==> src/hdl/osc_pkg.sv <==
// Function
// - Decode fuses into source and PLL factor
// - Primary mode alone sets output pin role
// - Primary input pin never becomes general I/O
// - Erased fuse bits read as one
// - Active source loads at POR, updates after switch
// - Pending choice loads at POR and brown-out
// - Divide ratio field at bits 8:7
// - PLL settled flag at bit 5, read-only
// - Clock fail flag bit 3, hardware set
// - Bit 1 enables slow crystal oscillator
// - Bit 0 starts switch, self-clears on completion
// - Four-bit trim shifts fast RC frequency
// - Low byte unlocks after 0x46 then 0x57
// - One low byte write allowed after unlock
// - High byte unlocks after 0x78 then 0x9A
// - One high byte write allowed after unlock
// - Monitor fuses gate switching and fail monitor
// Package of constants and types for the oscillator select and switch control.
// Assumes an APB4 master with byte strobes and a 25 MHz pclk.
package osc_pkg;
  localparam logic [7:0] OFS_CTRL = 8'h00;
  localparam logic [7:0] OFS_TRIM = 8'h04;
  localparam logic [7:0] OFS_MODE = 8'h08;
  localparam int ACT_LSB = 12;
  localparam int PEND_LSB = 9;
  localparam int DIV_LSB = 7;
  localparam int LOCK_BIT = 5;
  localparam int FAIL_BIT = 3;
  localparam int SLOW_BIT = 1;
  localparam int SWREQ_BIT = 0;
  localparam logic [7:0] KEY_LO_1 = 8'h46;
  localparam logic [7:0] KEY_LO_2 = 8'h57;
  localparam logic [7:0] KEY_HI_1 = 8'h78;
  localparam logic [7:0] KEY_HI_2 = 8'h9A;
  localparam logic [1:0] FUSE_SRC_ERASED = 2'h3;
  localparam logic [3:0] FUSE_MODE_ERASED = 4'hF;
  localparam logic [1:0] FUSE_MON_ERASED = 2'h3;
  localparam logic [1:0] DIV_RESET = 2'h0;
  localparam logic [3:0] TRIM_RESET = 4'h0;
  localparam logic [1:0] LOAD_AT = 2'h2;
  localparam logic [5:0] DIV_M1_1 = 6'h00;
  localparam logic [5:0] DIV_M1_4 = 6'h03;
  localparam logic [5:0] DIV_M1_16 = 6'h0F;
  localparam logic [5:0] DIV_M1_64 = 6'h3F;

  typedef enum logic [1:0] {SRC_WATCH, SRC_FAST_RC, SRC_SLOW_RC, SRC_PRIMARY} osc_src_e;
  typedef enum logic [1:0] {PIN_IO, PIN_CLOCK_OUT, PIN_CRYSTAL} osc_pin_e;
  typedef enum logic [1:0] {LK_IDLE, LK_KEY1, LK_OPEN} osc_lock_e;

  typedef struct packed {
    osc_src_e source;
    osc_pin_e out_pin;
    logic [4:0] pll_mult;
    logic external_primary;
  } osc_mode_s;

  typedef struct packed {
    logic switch_enable;
    logic monitor_enable;
  } osc_mon_s;

  function automatic logic [5:0] div_last(input logic [1:0] ratio);
    case (ratio)
      2'h0: div_last = DIV_M1_1;
      2'h1: div_last = DIV_M1_4;
      2'h2: div_last = DIV_M1_16;
      default: div_last = DIV_M1_64;
    endcase
  endfunction
endpackage

==> src/hdl/osc_ctrl.sv <==
// Oscillator source selection, run-time switch control and unlock-protected control register.
// Assumes fuse and status inputs arrive asynchronously and the clock mux reports completion.
//
// The register offsets and the APB slave port were decided locally.
`timescale 1ns/1ps
module osc_ctrl (
  input wire logic pclk,
  input wire logic presetn,
  input wire logic psel,
  input wire logic penable,
  input wire logic pwrite,
  input wire logic [7:0] paddr,
  input wire logic [31:0] pwdata,
  input wire logic [3:0] pstrb,
  output logic [31:0] prdata,
  output logic pready,
  output logic pslverr,
  input wire logic [1:0] fuse_power_up_source,
  input wire logic [3:0] fuse_primary_mode,
  input wire logic [1:0] fuse_switch_monitor,
  input wire logic brown_out_pulse,
  input wire logic pll_lock_raw,
  input wire logic clock_fail_raw,
  input wire logic switch_done_raw,
  output logic [1:0] switch_target,
  output logic switch_go,
  output logic [1:0] active_source,
  output osc_pkg::osc_mode_s boot_mode,
  output logic fail_monitor_en,
  output logic slow_crystal_on,
  output logic [3:0] rc_trim_value,
  output logic sysclk_en,
  output logic primary_in_io_en
);
  // Two-stage synchronisers; erased-fuse reset value keeps unprogrammed parts on the default mode
  logic [1:0] src_s1_q, src_s2_q;
  logic [3:0] mode_s1_q, mode_s2_q;
  logic [1:0] mon_s1_q, mon_s2_q;
  logic [3:0] ev_s1_q, ev_s2_q;
  logic bor_prev_q, done_prev_q;

  always_ff @(posedge pclk or negedge presetn) begin
    if (!presetn) begin
      src_s1_q <= osc_pkg::FUSE_SRC_ERASED;
      src_s2_q <= osc_pkg::FUSE_SRC_ERASED;
      mode_s1_q <= osc_pkg::FUSE_MODE_ERASED;
      mode_s2_q <= osc_pkg::FUSE_MODE_ERASED;
      mon_s1_q <= osc_pkg::FUSE_MON_ERASED;
      mon_s2_q <= osc_pkg::FUSE_MON_ERASED;
      ev_s1_q <= 4'h0;
      ev_s2_q <= 4'h0;
      bor_prev_q <= 1'b0;
      done_prev_q <= 1'b0;
    end else begin
      src_s1_q <= fuse_power_up_source;
      src_s2_q <= src_s1_q;
      mode_s1_q <= fuse_primary_mode;
      mode_s2_q <= mode_s1_q;
      mon_s1_q <= fuse_switch_monitor;
      mon_s2_q <= mon_s1_q;
      ev_s1_q <= {switch_done_raw, clock_fail_raw, pll_lock_raw, brown_out_pulse};
      ev_s2_q <= ev_s1_q;
      bor_prev_q <= ev_s2_q[0];
      done_prev_q <= ev_s2_q[3];
    end
  end

  logic bor_rise, lock_sync, fail_sync, done_rise;
  assign bor_rise = ev_s2_q[0] & ~bor_prev_q;
  assign lock_sync = ev_s2_q[1];
  assign fail_sync = ev_s2_q[2];
  assign done_rise = ev_s2_q[3] & ~done_prev_q;

  // Fuse decode: oscillator group plus primary mode table
  osc_pkg::osc_mode_s mode_dec;
  osc_pkg::osc_mon_s mon_dec;
  always_comb begin
    mode_dec.source = osc_pkg::osc_src_e'(src_s2_q);
    mode_dec.pll_mult = 5'h00;
    mode_dec.external_primary = 1'b0;
    mode_dec.out_pin = osc_pkg::PIN_CRYSTAL;
    // Pin role follows the primary mode only, whatever group is selected
    unique case (mode_s2_q)
      4'hF: begin
        mode_dec.out_pin = osc_pkg::PIN_IO;
        mode_dec.pll_mult = 5'h10;
      end
      4'hE: begin
        mode_dec.out_pin = osc_pkg::PIN_IO;
        mode_dec.pll_mult = 5'h08;
      end
      4'hD: begin
        mode_dec.out_pin = osc_pkg::PIN_IO;
        mode_dec.pll_mult = 5'h04;
      end
      4'hC, 4'hA, 4'h8: mode_dec.out_pin = osc_pkg::PIN_IO;
      4'hB, 4'h9: mode_dec.out_pin = osc_pkg::PIN_CLOCK_OUT;
      4'h7: mode_dec.pll_mult = 5'h10;
      4'h6: mode_dec.pll_mult = 5'h08;
      4'h5: mode_dec.pll_mult = 5'h04;
      4'h4, 4'h3, 4'h2, 4'h1, 4'h0: mode_dec.pll_mult = 5'h00;
    endcase
    if (src_s2_q != 2'h3) begin
      mode_dec.pll_mult = 5'h00;
    end else begin
      mode_dec.external_primary = (mode_dec.pll_mult == 5'h00);
    end
    mon_dec.switch_enable = ~mon_s2_q[1];
    mon_dec.monitor_enable = (mon_s2_q == 2'h0);
  end

  // APB access qualifiers; one setup cycle, the access phase always completes at once
  logic pready_q, pready_d, pslverr_q, pslverr_d;
  logic [31:0] prdata_q, prdata_d;
  logic xfer, wr, hit_ctrl, lane_lo, lane_hi, hit_trim;
  assign xfer = psel & penable & pready_q;
  assign wr = xfer & pwrite;
  assign hit_ctrl = (paddr == osc_pkg::OFS_CTRL);
  assign lane_lo = wr & hit_ctrl & pstrb[0];
  assign lane_hi = wr & hit_ctrl & pstrb[1];
  // Trim sits in its own register with no key, so tuning never disturbs the switch logic
  assign hit_trim = wr & (paddr == osc_pkg::OFS_TRIM) & pstrb[0];

  // Any transfer advances the unlock sequence, so nothing may sit between the keys
  function automatic osc_pkg::osc_lock_e lock_next(
    input osc_pkg::osc_lock_e cur,
    input logic hit,
    input logic [7:0] data,
    input logic [7:0] key1,
    input logic [7:0] key2
  );
    if (cur == osc_pkg::LK_OPEN) begin
      lock_next = osc_pkg::LK_IDLE;
    end else if (hit && cur == osc_pkg::LK_KEY1 && data == key2) begin
      lock_next = osc_pkg::LK_OPEN;
    end else if (hit && data == key1) begin
      lock_next = osc_pkg::LK_KEY1;
    end else begin
      lock_next = osc_pkg::LK_IDLE;
    end
  endfunction

  // Control state
  osc_pkg::osc_lock_e lock_lo_q, lock_lo_d, lock_hi_q, lock_hi_d;
  logic [1:0] act_q, act_d, pend_q, pend_d, div_q, div_d, load_cnt_q, load_cnt_d;
  logic fail_q, fail_d, slow_q, slow_d, swreq_q, swreq_d;
  logic [3:0] trim_q, trim_d;
  osc_pkg::osc_mode_s boot_q, boot_d;
  osc_pkg::osc_mon_s mon_q, mon_d;
  logic wen_lo, wen_hi;
  logic [15:0] wd;
  logic pin_io_q;

  always_comb begin
    wd = pwdata[15:0];
    lock_lo_d = lock_lo_q;
    lock_hi_d = lock_hi_q;
    // Only completed transfers move the key trackers; idle cycles between keys are harmless
    if (xfer) begin
      lock_lo_d = lock_next(lock_lo_q, lane_lo, wd[7:0], osc_pkg::KEY_LO_1,
        osc_pkg::KEY_LO_2);
      lock_hi_d = lock_next(lock_hi_q, lane_hi, wd[15:8], osc_pkg::KEY_HI_1,
        osc_pkg::KEY_HI_2);
    end
    // A byte lands only in the transfer right after its key pair
    wen_lo = lane_lo && (lock_lo_q == osc_pkg::LK_OPEN);
    wen_hi = lane_hi && (lock_hi_q == osc_pkg::LK_OPEN);

    load_cnt_d = load_cnt_q;
    act_d = act_q;
    pend_d = pend_q;
    div_d = div_q;
    fail_d = fail_q;
    slow_d = slow_q;
    swreq_d = swreq_q;
    trim_d = trim_q;
    boot_d = boot_q;
    mon_d = mon_q;

    // Fuses are taken once the synchronisers hold them, not from the reset branch
    if (load_cnt_q != 2'h3) begin
      load_cnt_d = load_cnt_q + 2'h1;
    end
    if (load_cnt_q == osc_pkg::LOAD_AT) begin
      act_d = src_s2_q;
      pend_d = src_s2_q;
      boot_d = mode_dec;
      mon_d = mon_dec;
    end

    if (wen_lo) begin
      div_d[0] = wd[osc_pkg::DIV_LSB];
      fail_d = wd[osc_pkg::FAIL_BIT];
      slow_d = wd[osc_pkg::SLOW_BIT];
      // With switching fused off the request bit stays clear
      if (mon_q.switch_enable) begin
        swreq_d = wd[osc_pkg::SWREQ_BIT];
      end
    end
    if (wen_hi) begin
      div_d[1] = wd[osc_pkg::DIV_LSB + 1];
      pend_d = wd[osc_pkg::PEND_LSB +: 2];
    end

    if (bor_rise) begin
      pend_d = src_s2_q;
    end

    // Completion moves the status to the target and drops the request
    if (done_rise && swreq_q) begin
      act_d = pend_q;
      swreq_d = 1'b0;
    end

    // Hardware set beats a software clear in the same cycle
    if (fail_sync && mon_q.monitor_enable) begin
      fail_d = 1'b1;
    end

    if (hit_trim) begin
      trim_d = pwdata[3:0];
    end
  end

  always_ff @(posedge pclk or negedge presetn) begin
    if (!presetn) begin
      lock_lo_q <= osc_pkg::LK_IDLE;
      lock_hi_q <= osc_pkg::LK_IDLE;
      act_q <= osc_pkg::FUSE_SRC_ERASED;
      pend_q <= osc_pkg::FUSE_SRC_ERASED;
      div_q <= osc_pkg::DIV_RESET;
      load_cnt_q <= 2'h0;
      fail_q <= 1'b0;
      slow_q <= 1'b0;
      swreq_q <= 1'b0;
      trim_q <= osc_pkg::TRIM_RESET;
      boot_q <= '0;
      mon_q <= '0;
      pin_io_q <= 1'b0;
    end else begin
      lock_lo_q <= lock_lo_d;
      lock_hi_q <= lock_hi_d;
      act_q <= act_d;
      pend_q <= pend_d;
      div_q <= div_d;
      load_cnt_q <= load_cnt_d;
      fail_q <= fail_d;
      slow_q <= slow_d;
      swreq_q <= swreq_d;
      trim_q <= trim_d;
      boot_q <= boot_d;
      mon_q <= mon_d;
      pin_io_q <= 1'b0;
    end
  end

  // Read path: data is registered in the setup cycle and stands through the access phase
  logic [31:0] ctrl_word;
  logic setup, mapped;

  always_comb begin
    ctrl_word = 32'h0;
    ctrl_word[osc_pkg::ACT_LSB +: 2] = act_q;
    ctrl_word[osc_pkg::PEND_LSB +: 2] = pend_q;
    ctrl_word[osc_pkg::DIV_LSB +: 2] = div_q;
    ctrl_word[osc_pkg::LOCK_BIT] = lock_sync;
    ctrl_word[osc_pkg::FAIL_BIT] = fail_q;
    ctrl_word[osc_pkg::SLOW_BIT] = slow_q;
    ctrl_word[osc_pkg::SWREQ_BIT] = swreq_q;
    setup = psel & ~penable;
    mapped = (paddr == osc_pkg::OFS_CTRL) || (paddr == osc_pkg::OFS_TRIM) ||
      (paddr == osc_pkg::OFS_MODE);
    pready_d = setup;
    pslverr_d = setup & ~mapped;
    prdata_d = 32'h0;
    if (setup && !pwrite) begin
      if (paddr == osc_pkg::OFS_CTRL) begin
        prdata_d = ctrl_word;
      end else if (paddr == osc_pkg::OFS_TRIM) begin
        prdata_d = {28'h0, trim_q};
      end else if (paddr == osc_pkg::OFS_MODE) begin
        prdata_d = {20'h0, mon_q, boot_q};
      end
    end
  end

  always_ff @(posedge pclk or negedge presetn) begin
    if (!presetn) begin
      pready_q <= 1'b0;
      pslverr_q <= 1'b0;
      prdata_q <= 32'h0;
    end else begin
      pready_q <= pready_d;
      pslverr_q <= pslverr_d;
      prdata_q <= prdata_d;
    end
  end

  // System clock divider: a one-cycle enable per divided period
  logic [5:0] div_cnt_q, div_cnt_d;
  logic sys_q, sys_d;

  always_comb begin
    div_cnt_d = div_cnt_q + 6'h01;
    sys_d = 1'b0;
    // Greater-or-equal lets a shorter ratio take over at once after a change
    if (div_cnt_q >= osc_pkg::div_last(div_q)) begin
      div_cnt_d = 6'h00;
      sys_d = 1'b1;
    end
  end

  always_ff @(posedge pclk or negedge presetn) begin
    if (!presetn) begin
      div_cnt_q <= 6'h00;
      sys_q <= 1'b0;
    end else begin
      div_cnt_q <= div_cnt_d;
      sys_q <= sys_d;
    end
  end

  assign prdata = prdata_q;
  assign pready = pready_q;
  assign pslverr = pslverr_q;
  assign switch_target = pend_q;
  assign switch_go = swreq_q;
  assign active_source = act_q;
  assign boot_mode = boot_q;
  assign fail_monitor_en = mon_q.monitor_enable;
  assign slow_crystal_on = slow_q;
  assign rc_trim_value = trim_q;
  assign sysclk_en = sys_q;
  assign primary_in_io_en = pin_io_q;
endmodule // osc_ctrl

==> config.mk <==
export PLATFORM = sky130hd
export DESIGN_NAME = osc_ctrl
export DESIGN_NICKNAME = d
export VERILOG_FILES = /design/src/hdl/osc_pkg.sv /design/src/hdl/osc_ctrl.sv
export SDC_FILE = /design/constraint.sdc
export NUM_CORES = 1
export LEC_CHECK = 0
export BUFFER_PORTS_ARGS = -buffer_cell sky130_fd_sc_hd__clkbuf_2
export CAP_MARGIN = 20
export CELL_PAD_IN_SITES_DETAIL_PLACEMENT = 0
export CELL_PAD_IN_SITES_GLOBAL_PLACEMENT = 1
export CORE_ASPECT_RATIO = 0.6
export CORE_MARGIN = 1
export CORE_UTILIZATION = 38
export DETAILED_ROUTE_END_ITERATION = 7
export GPL_TIMING_DRIVEN = 1
export PLACE_DENSITY = 0.76
export SETUP_SLACK_MARGIN = 0.2
export SYNTH_ARGS = -nofsm -noshare
export SYNTH_HDL_FRONTEND = slang
export SYNTH_SLANG_ARGS = --single-unit
==> constraint.sdc <==
create_clock -name pclk -period 2 [get_ports pclk]
set_input_delay 0.1 -clock pclk [delete_from_list [all_inputs] [get_ports pclk]]
set_output_delay 0.1 -clock pclk [all_outputs]
set_load 0.05 [all_outputs]
### Yosys cells after proc, flatten, opt, wreduce, memory -nomap -nowiden

Cells that the tools add are included.

| storage, ports and cells | value |
|---|---|
| logic and storage cells | 133 |
| bits in writable memories | 0 |
| bits in latches | 0 |
| memories kept | 0 |
| output and inout bits | 57 |
| input bits | 61 |
| register bits after elaboration | 98 |
| ROM bits | 0 |

| cells by class | value |
|---|---|
| add/sub/neg operators | 2 |
| $mul | 0 |
| eq/ne operators | 26 |
| $lt $le $gt $ge | 1 |
| shift-type cells | 0 |
| reductions and logical operators | 29 |
| bitwise logic cells | 17 |
| div/mod/pow operators | 0 |
| mux-type cells | 26 |

Operator list:

| operator | count |
|---|---|
| $mux W32 | 2 |
| $eq A4 B4 Y1 const B | 8 |
| $eq A8 B7 Y1 const B | 3 |
| $mux W12 | 2 |
| $pmux W6 S3 | 1 |
| $mux W2 | 8 |
| $pmux W5 S3 | 1 |
| $and A1 B1 Y1 | 12 |
| $eq A4 B3 Y1 const B | 3 |
| $logic_and A1 B1 Y1 | 11 |
| $mux W1 | 9 |
| $eq A2 B2 Y1 const B | 4 |
| $eq A8 B3 Y1 const B | 1 |
| $eq A8 B4 Y1 const B | 1 |
| $eq A8 B8 Y1 const B | 1 |
| $logic_not A8 Y1 | 1 |
| $reduce_bool A2 Y1 | 4 |
| $reduce_or A2 Y1 | 4 |
| $add A6 B1 Y6 const B | 1 |
| $eq A2 B1 Y1 const B | 3 |
| $ge A6 B6 Y1 | 1 |
| $mux W6 | 1 |
| $reduce_or A6 Y1 | 1 |
| $logic_not A5 Y1 | 1 |
| other kinds (10) | 17 |

### Longest topological paths before layout

| logic depth | value |
|---|---|
| depth in word-level cells | 9 |
| mapped depth | 6 |
| gate-level depth less buffers | 6 |

### Worst setup path before layout

Ideal clock, no wire load.

| path | value |
|---|---|
| path kind | reg2reg |
| from | register pready_q, in the netlist pready |
| to | register trim_q[0], in the netlist rc_trim_value[0] |
| path slack | 0.255 ns |
| data required time | 1.873 ns |
| setup time | 0.127 ns |
| cell stages (with the launch flop) | 5 |
| arrival time | 1.617 ns |
| clock period less this slack | 1.745 ns |
| buffers on the path | 0 |
| cells stage by stage | dfrtp_1 -> nand3_1 -> nor4_1 -> and2_2 -> mux2_1 |

| between the ends | value |
|---|---|
| longest elaborated chain between the ends | 4 |

RTL lines:

| what | RTL line | RTL |
|---|---|---|
| start: declaration | osc_ctrl.sv:113 | `logic pready_q, pready_d, pslverr_q, pslverr_d;` |
| start signal: assignment | osc_ctrl.sv:293 | `pready_q <= pready_d;` |
| $and A1 B1 Y1 | osc_ctrl.sv:116 | `assign xfer = psel & penable & pready_q;` |
| $and A1 B1 Y1 | osc_ctrl.sv:117 | `assign wr = xfer & pwrite;` |
| $and A1 B1 Y1 (2 in series) | osc_ctrl.sv:122 | `assign hit_trim = wr & (paddr == osc_pkg::OFS_TRIM) & pstrb[0];` |
| end signal: assignment | osc_ctrl.sv:236 | `trim_q <= osc_pkg::TRIM_RESET;` |
| end signal: assignment | osc_ctrl.sv:250 | `trim_q <= trim_d;` |
| end: declaration | osc_ctrl.sv:147 | `logic [3:0] trim_q, trim_d;` |

Every way passes these cells.
A chain may end at the register's enable or synchronous reset.

### Final worst setup path

| path | value |
|---|---|
| from | register div_q[0] |
| to | register div_cnt_q[1] |

| between the ends | value |
|---|---|
| longest elaborated chain between the ends | 4 |
| elaborated cells on any way between the ends | 6 |
| classes of those cells | order compare (1); eq/ne (2); mux (2); reduce/logical (1) |

RTL lines:

| what | RTL line | RTL |
|---|---|---|
| start: declaration | osc_ctrl.sv:145 | `logic [1:0] act_q, act_d, pend_q, pend_d, div_q, div_d, load_cnt_q, load_cnt_d;` |
| start signal: assignment | osc_ctrl.sv:231 | `div_q <= osc_pkg::DIV_RESET;` |
| start signal: assignment | osc_ctrl.sv:245 | `div_q <= div_d;` |
| $eq A2 B2 Y1, or another cell as far along | osc_pkg.sv:64 | `case (ratio)` |
| $pmux W6 S3 (*) | osc_pkg.sv:64 |  |
| $ge A6 B6 Y1 (*) | osc_ctrl.sv:307 | `if (div_cnt_q >= osc_pkg::div_last(div_q)) begin` |
| $mux W6 (*) | osc_ctrl.sv:307 |  |
| via div_cnt_d[1] | osc_ctrl.sv:300 | `logic [5:0] div_cnt_q, div_cnt_d;` |
| end signal: assignment | osc_ctrl.sv:318 | `div_cnt_q <= div_cnt_d;` |
| end: declaration | osc_ctrl.sv:300 |  |

The timed path passes the listed nets; every way through them passes the cells marked *.

==> impl_metrics.toml <==
[timing]
min_period_ns = 1.65
fin_worst_skew_ns = 0.00657
final_max_slew_viol_count = 0
hold_viol = 0
worst_pin_slew_ns = 0.578
hold_slack_ns = 0.0142
setup-violations-final = 0
fmax_mhz = 608
rsz0062_at_grt = "false"
slew_headroom_pct = 61.5
tns_ns = 0
fin_crit_sh_pct = 82.3

[power]
pwr-share-clk_pct = 42.2
power_switching_share_pct = 25.3
powerDensity_mw_per_mm2 = 884
internal_power_mw = 2.78
pwr-share-comb_pct = 11.7
p_leak_nw = 2.06
ir_drop_v = 0.000511
power_switching_mw = 0.944
power_mw = 3.73
pwr-share-seq_pct = 46.1

[route]
ant_nets = 0
drt-initial-drc-count = 153
viasPerCell = 4.68
route.detailed.drc = 0
wl_per_cell_um = 13.9
wl_mm = 6.86
vias = 2302
drt-pass1-iter-count = 4

[clock_tree]
clk_latency_ns = 0.33
cts_root_buf = "clkbuf_16"
cts.htree.levels = 3
postCtsSetupRepairBufs = 0
cts.sinks = 78
clockBufferDepth = 2
clk_pin_slew_ns = 0.06
cts_buffers = 9
cts_tree = "done"

[critical_path]
worst-path-buf-inv = 0
cp.required_ns = 2.26
worst-setup-path-type = "reg2reg"
cp-start-kind = "flop"
worstPathArrival_ns = 1.91
cp_slowest_stage_delay_ns = 0.40
crit_chain = "or2_4, ha_1, nand2b_1, a221oi_2, o21ai_2, nor2_1"
cp-end-kind = "flop"
cp_slowest_cell = "dfrtp_1"
cp_top_family = "simple AND/OR/NAND/NOR gates"
path_max_fanout = 7

[floorplanning]
die_x_um = 122
core_mm2 = 0.00810
rows = 25
ios = 118
die_h_um = 73.9
die_area_mm2 = 0.00901
start_util_pct = 40.4

[grt]
gr-usage-all-layers_pct = 17.1
grt_pass1_vias = 2229
grt_max_degree = 42
overflow = 0
grt_pass1_wl_mm = 11.2
antenna_found_initial = 0

[final_layout]
layout-drive-gt1-share_pct = 34.9
post-route-cell-area_mm2 = 0.00422
num-fill-cells = 741
area_growth_pct = 28.7
final_util_pct = 52.0
n_antenna_cell = 0
final_nets = 447

[placement]
hpwlAfterDp_mm = 5.06
dpl_cell_area_mm2 = 0.00376
gp_congestion = 0.798
portBuffers = 78

[status]
status = "finished, final reports clean"

[synth]
yosysSeqAreaShare_pct = 60.4
synth.most_common_cell = "dfrtp_1"
synthFlopType = "dfrtp_1"
yosys_warnings = 0
syn_area_mm2 = 0.00328
synth_area_leaders = "dfrtp_1 44%, dfstp_2 16%, buf_4 4.8%, mux2i_1 4.6%, nor2_1 3.0%"
yosysUniqueCellTypes = 44
yosys-top-cells-count = "58 x dfrtp_1, 26 x nor2_1, 21 x buf_4, 20 x dfstp_2, 16 x nand2_1"
async_reset_ff_share_pct = 100
synth_edf_count = 0
ys_seq_elements = 78
syn_area_per_cell_um2 = 11.9
yosysTopAreaCell = "dfrtp_1"
synth_top_area_share_pct = 44.3
synthCells = 275

[hold_path]
hold_path_class = "in2reg"

[job]
max-cap-violations = 0
-- metrics by stage --
stage                     setup WS, ns  std cells
final                            0.354        492
after global routing             0.242        492
after CTS                        0.247        492
after detailed placement         0.172        461
after global placement           0.185        461
after floorplan                  0.255        295
-- cells by family (layout without fill, tap and decap cells) --
logic type | count (synthesis) | after routing | synth area share, %
xor+xnor | 5 | 5 | 1.34
simple gates | 98 | 98 | 16.7
fa+ha+maj | 7 | 7 | 2.67
flops | 78 | 78 | 60.4
buf+inv | 40 | 129 | 7.07
other cells | 1 | 21 | 0.114
mux | 25 | 25 | 8.02
compound gates | 21 | 21 | 3.70
-- placed cells by master (no fill, tap or decap), types with 2 or more instances in the layout --
master / instances
or2_2: 2
nor2b_1: 6
xnor2_1: 3
and3_1: 6
buf_4: 7
nor3b_1: 3
nand4_1: 4
mux2_1: 4
o22ai_1: 2
mux2_2: 6
clkbuf_16: 9
inv_1: 13
dlygate4sd3_1: 15
nor4b_1: 3
dfrtp_1: 58
nor2_1: 26
a21oi_1: 7
nand4b_1: 3
nand2_1: 16
o21ai_0: 7
nor4_1: 3
mux2i_1: 15
nor3_1: 2
clkinv_2: 3
conb_1: 21
nand2b_1: 2
nand3_1: 11
ha_1: 7
xor2_1: 2
nor4bb_1: 2
dfstp_2: 20
clkbuf_2: 77
-- power groups by stage --
stage / clock network [mW] / logic [mW] / registers, mW
floorplan: 0 / 0.201 / 1.84
global placement: 0 / 0.415 / 1.74
detailed placement: 0 / 0.419 / 1.74
CTS: 1.62 / 0.442 / 1.72
global route: 1.70 / 0.469 / 1.73
finish: 1.57 / 0.437 / 1.72
-- what timing repair did --
item / in CTS / in global routing
cloned: 0 / 0
endpoints found under the setup margin: 7 / 6
hold buffers: 15 / 0
endpoints found under the hold margin: 42 / 0
resized for setup: 2 / 1
pin swaps: 0 / 5
-- state kept, by name (all words and copies together) (netlist names), 4 cells and up --
register       count
mode_s2_q          4
ev_s1_q            4
prdata            14
ev_s2_q            4
boot_mode          8
div_cnt_q          6
mode_s1_q          4
rc_trim_value      4
-- worst register-to-register path: stages, from the launching register on --
cell and delay, ns:
dfrtp_1 0.40, or2_4 0.24, ha_1 0.26, nand2b_1 0.15, a221oi_2 0.27, o21ai_2 0.14, nor2_1 0.12
-- metal layers --
layer / vias up / GRT usage (%) / routed length [um] / share of wire [%]
met3: 4 / 7.53 / 527 / 7.7
met5: - / 0 / 0 / 0
met2: 65 / 23.9 / 2870 / 42
met4: 0 / 4.94 / 46 / 0.67
met1: 1116 / 24.0 / 3420 / 50
li1: 1117 / - / - / -
-- final cells by class --
type / count / area, um^2 / share of cell area [%]
clock buffer: 11 / 243 / 5.76
clock inverter: 5 / 48.8 / 1.16
inverter: 13 / 48.8 / 1.16
multi-input combinational: 177 / 1150 / 27.4
sequential: 78 / 1980 / 46.9
tap: 108 / 135 / 3.21
timing repair buffer: 100 / 608 / 14.4
-- final timing paths --
check / startpoint / to / slack [ns] / cells past startpoint
worst min register to register: ev_s1_q[2] / ev_s2_q[2] / 0.35 / 0
min in group asynchronous: presetn / prdata[1] / 0.28 / 2
worst max register to register: div_q[0] / div_cnt_q[1] / 0.35 / 6
max in group asynchronous: presetn / mon_s2_q[0] / 1.06 / 3
worst min-delay path: pwdata[2] / rc_trim_value[2] / 0.01 / 2
worst max-delay path: div_q[0] / div_cnt_q[1] / 0.35 / 6
No activity file was read; power rests on OpenSTA's default activity.
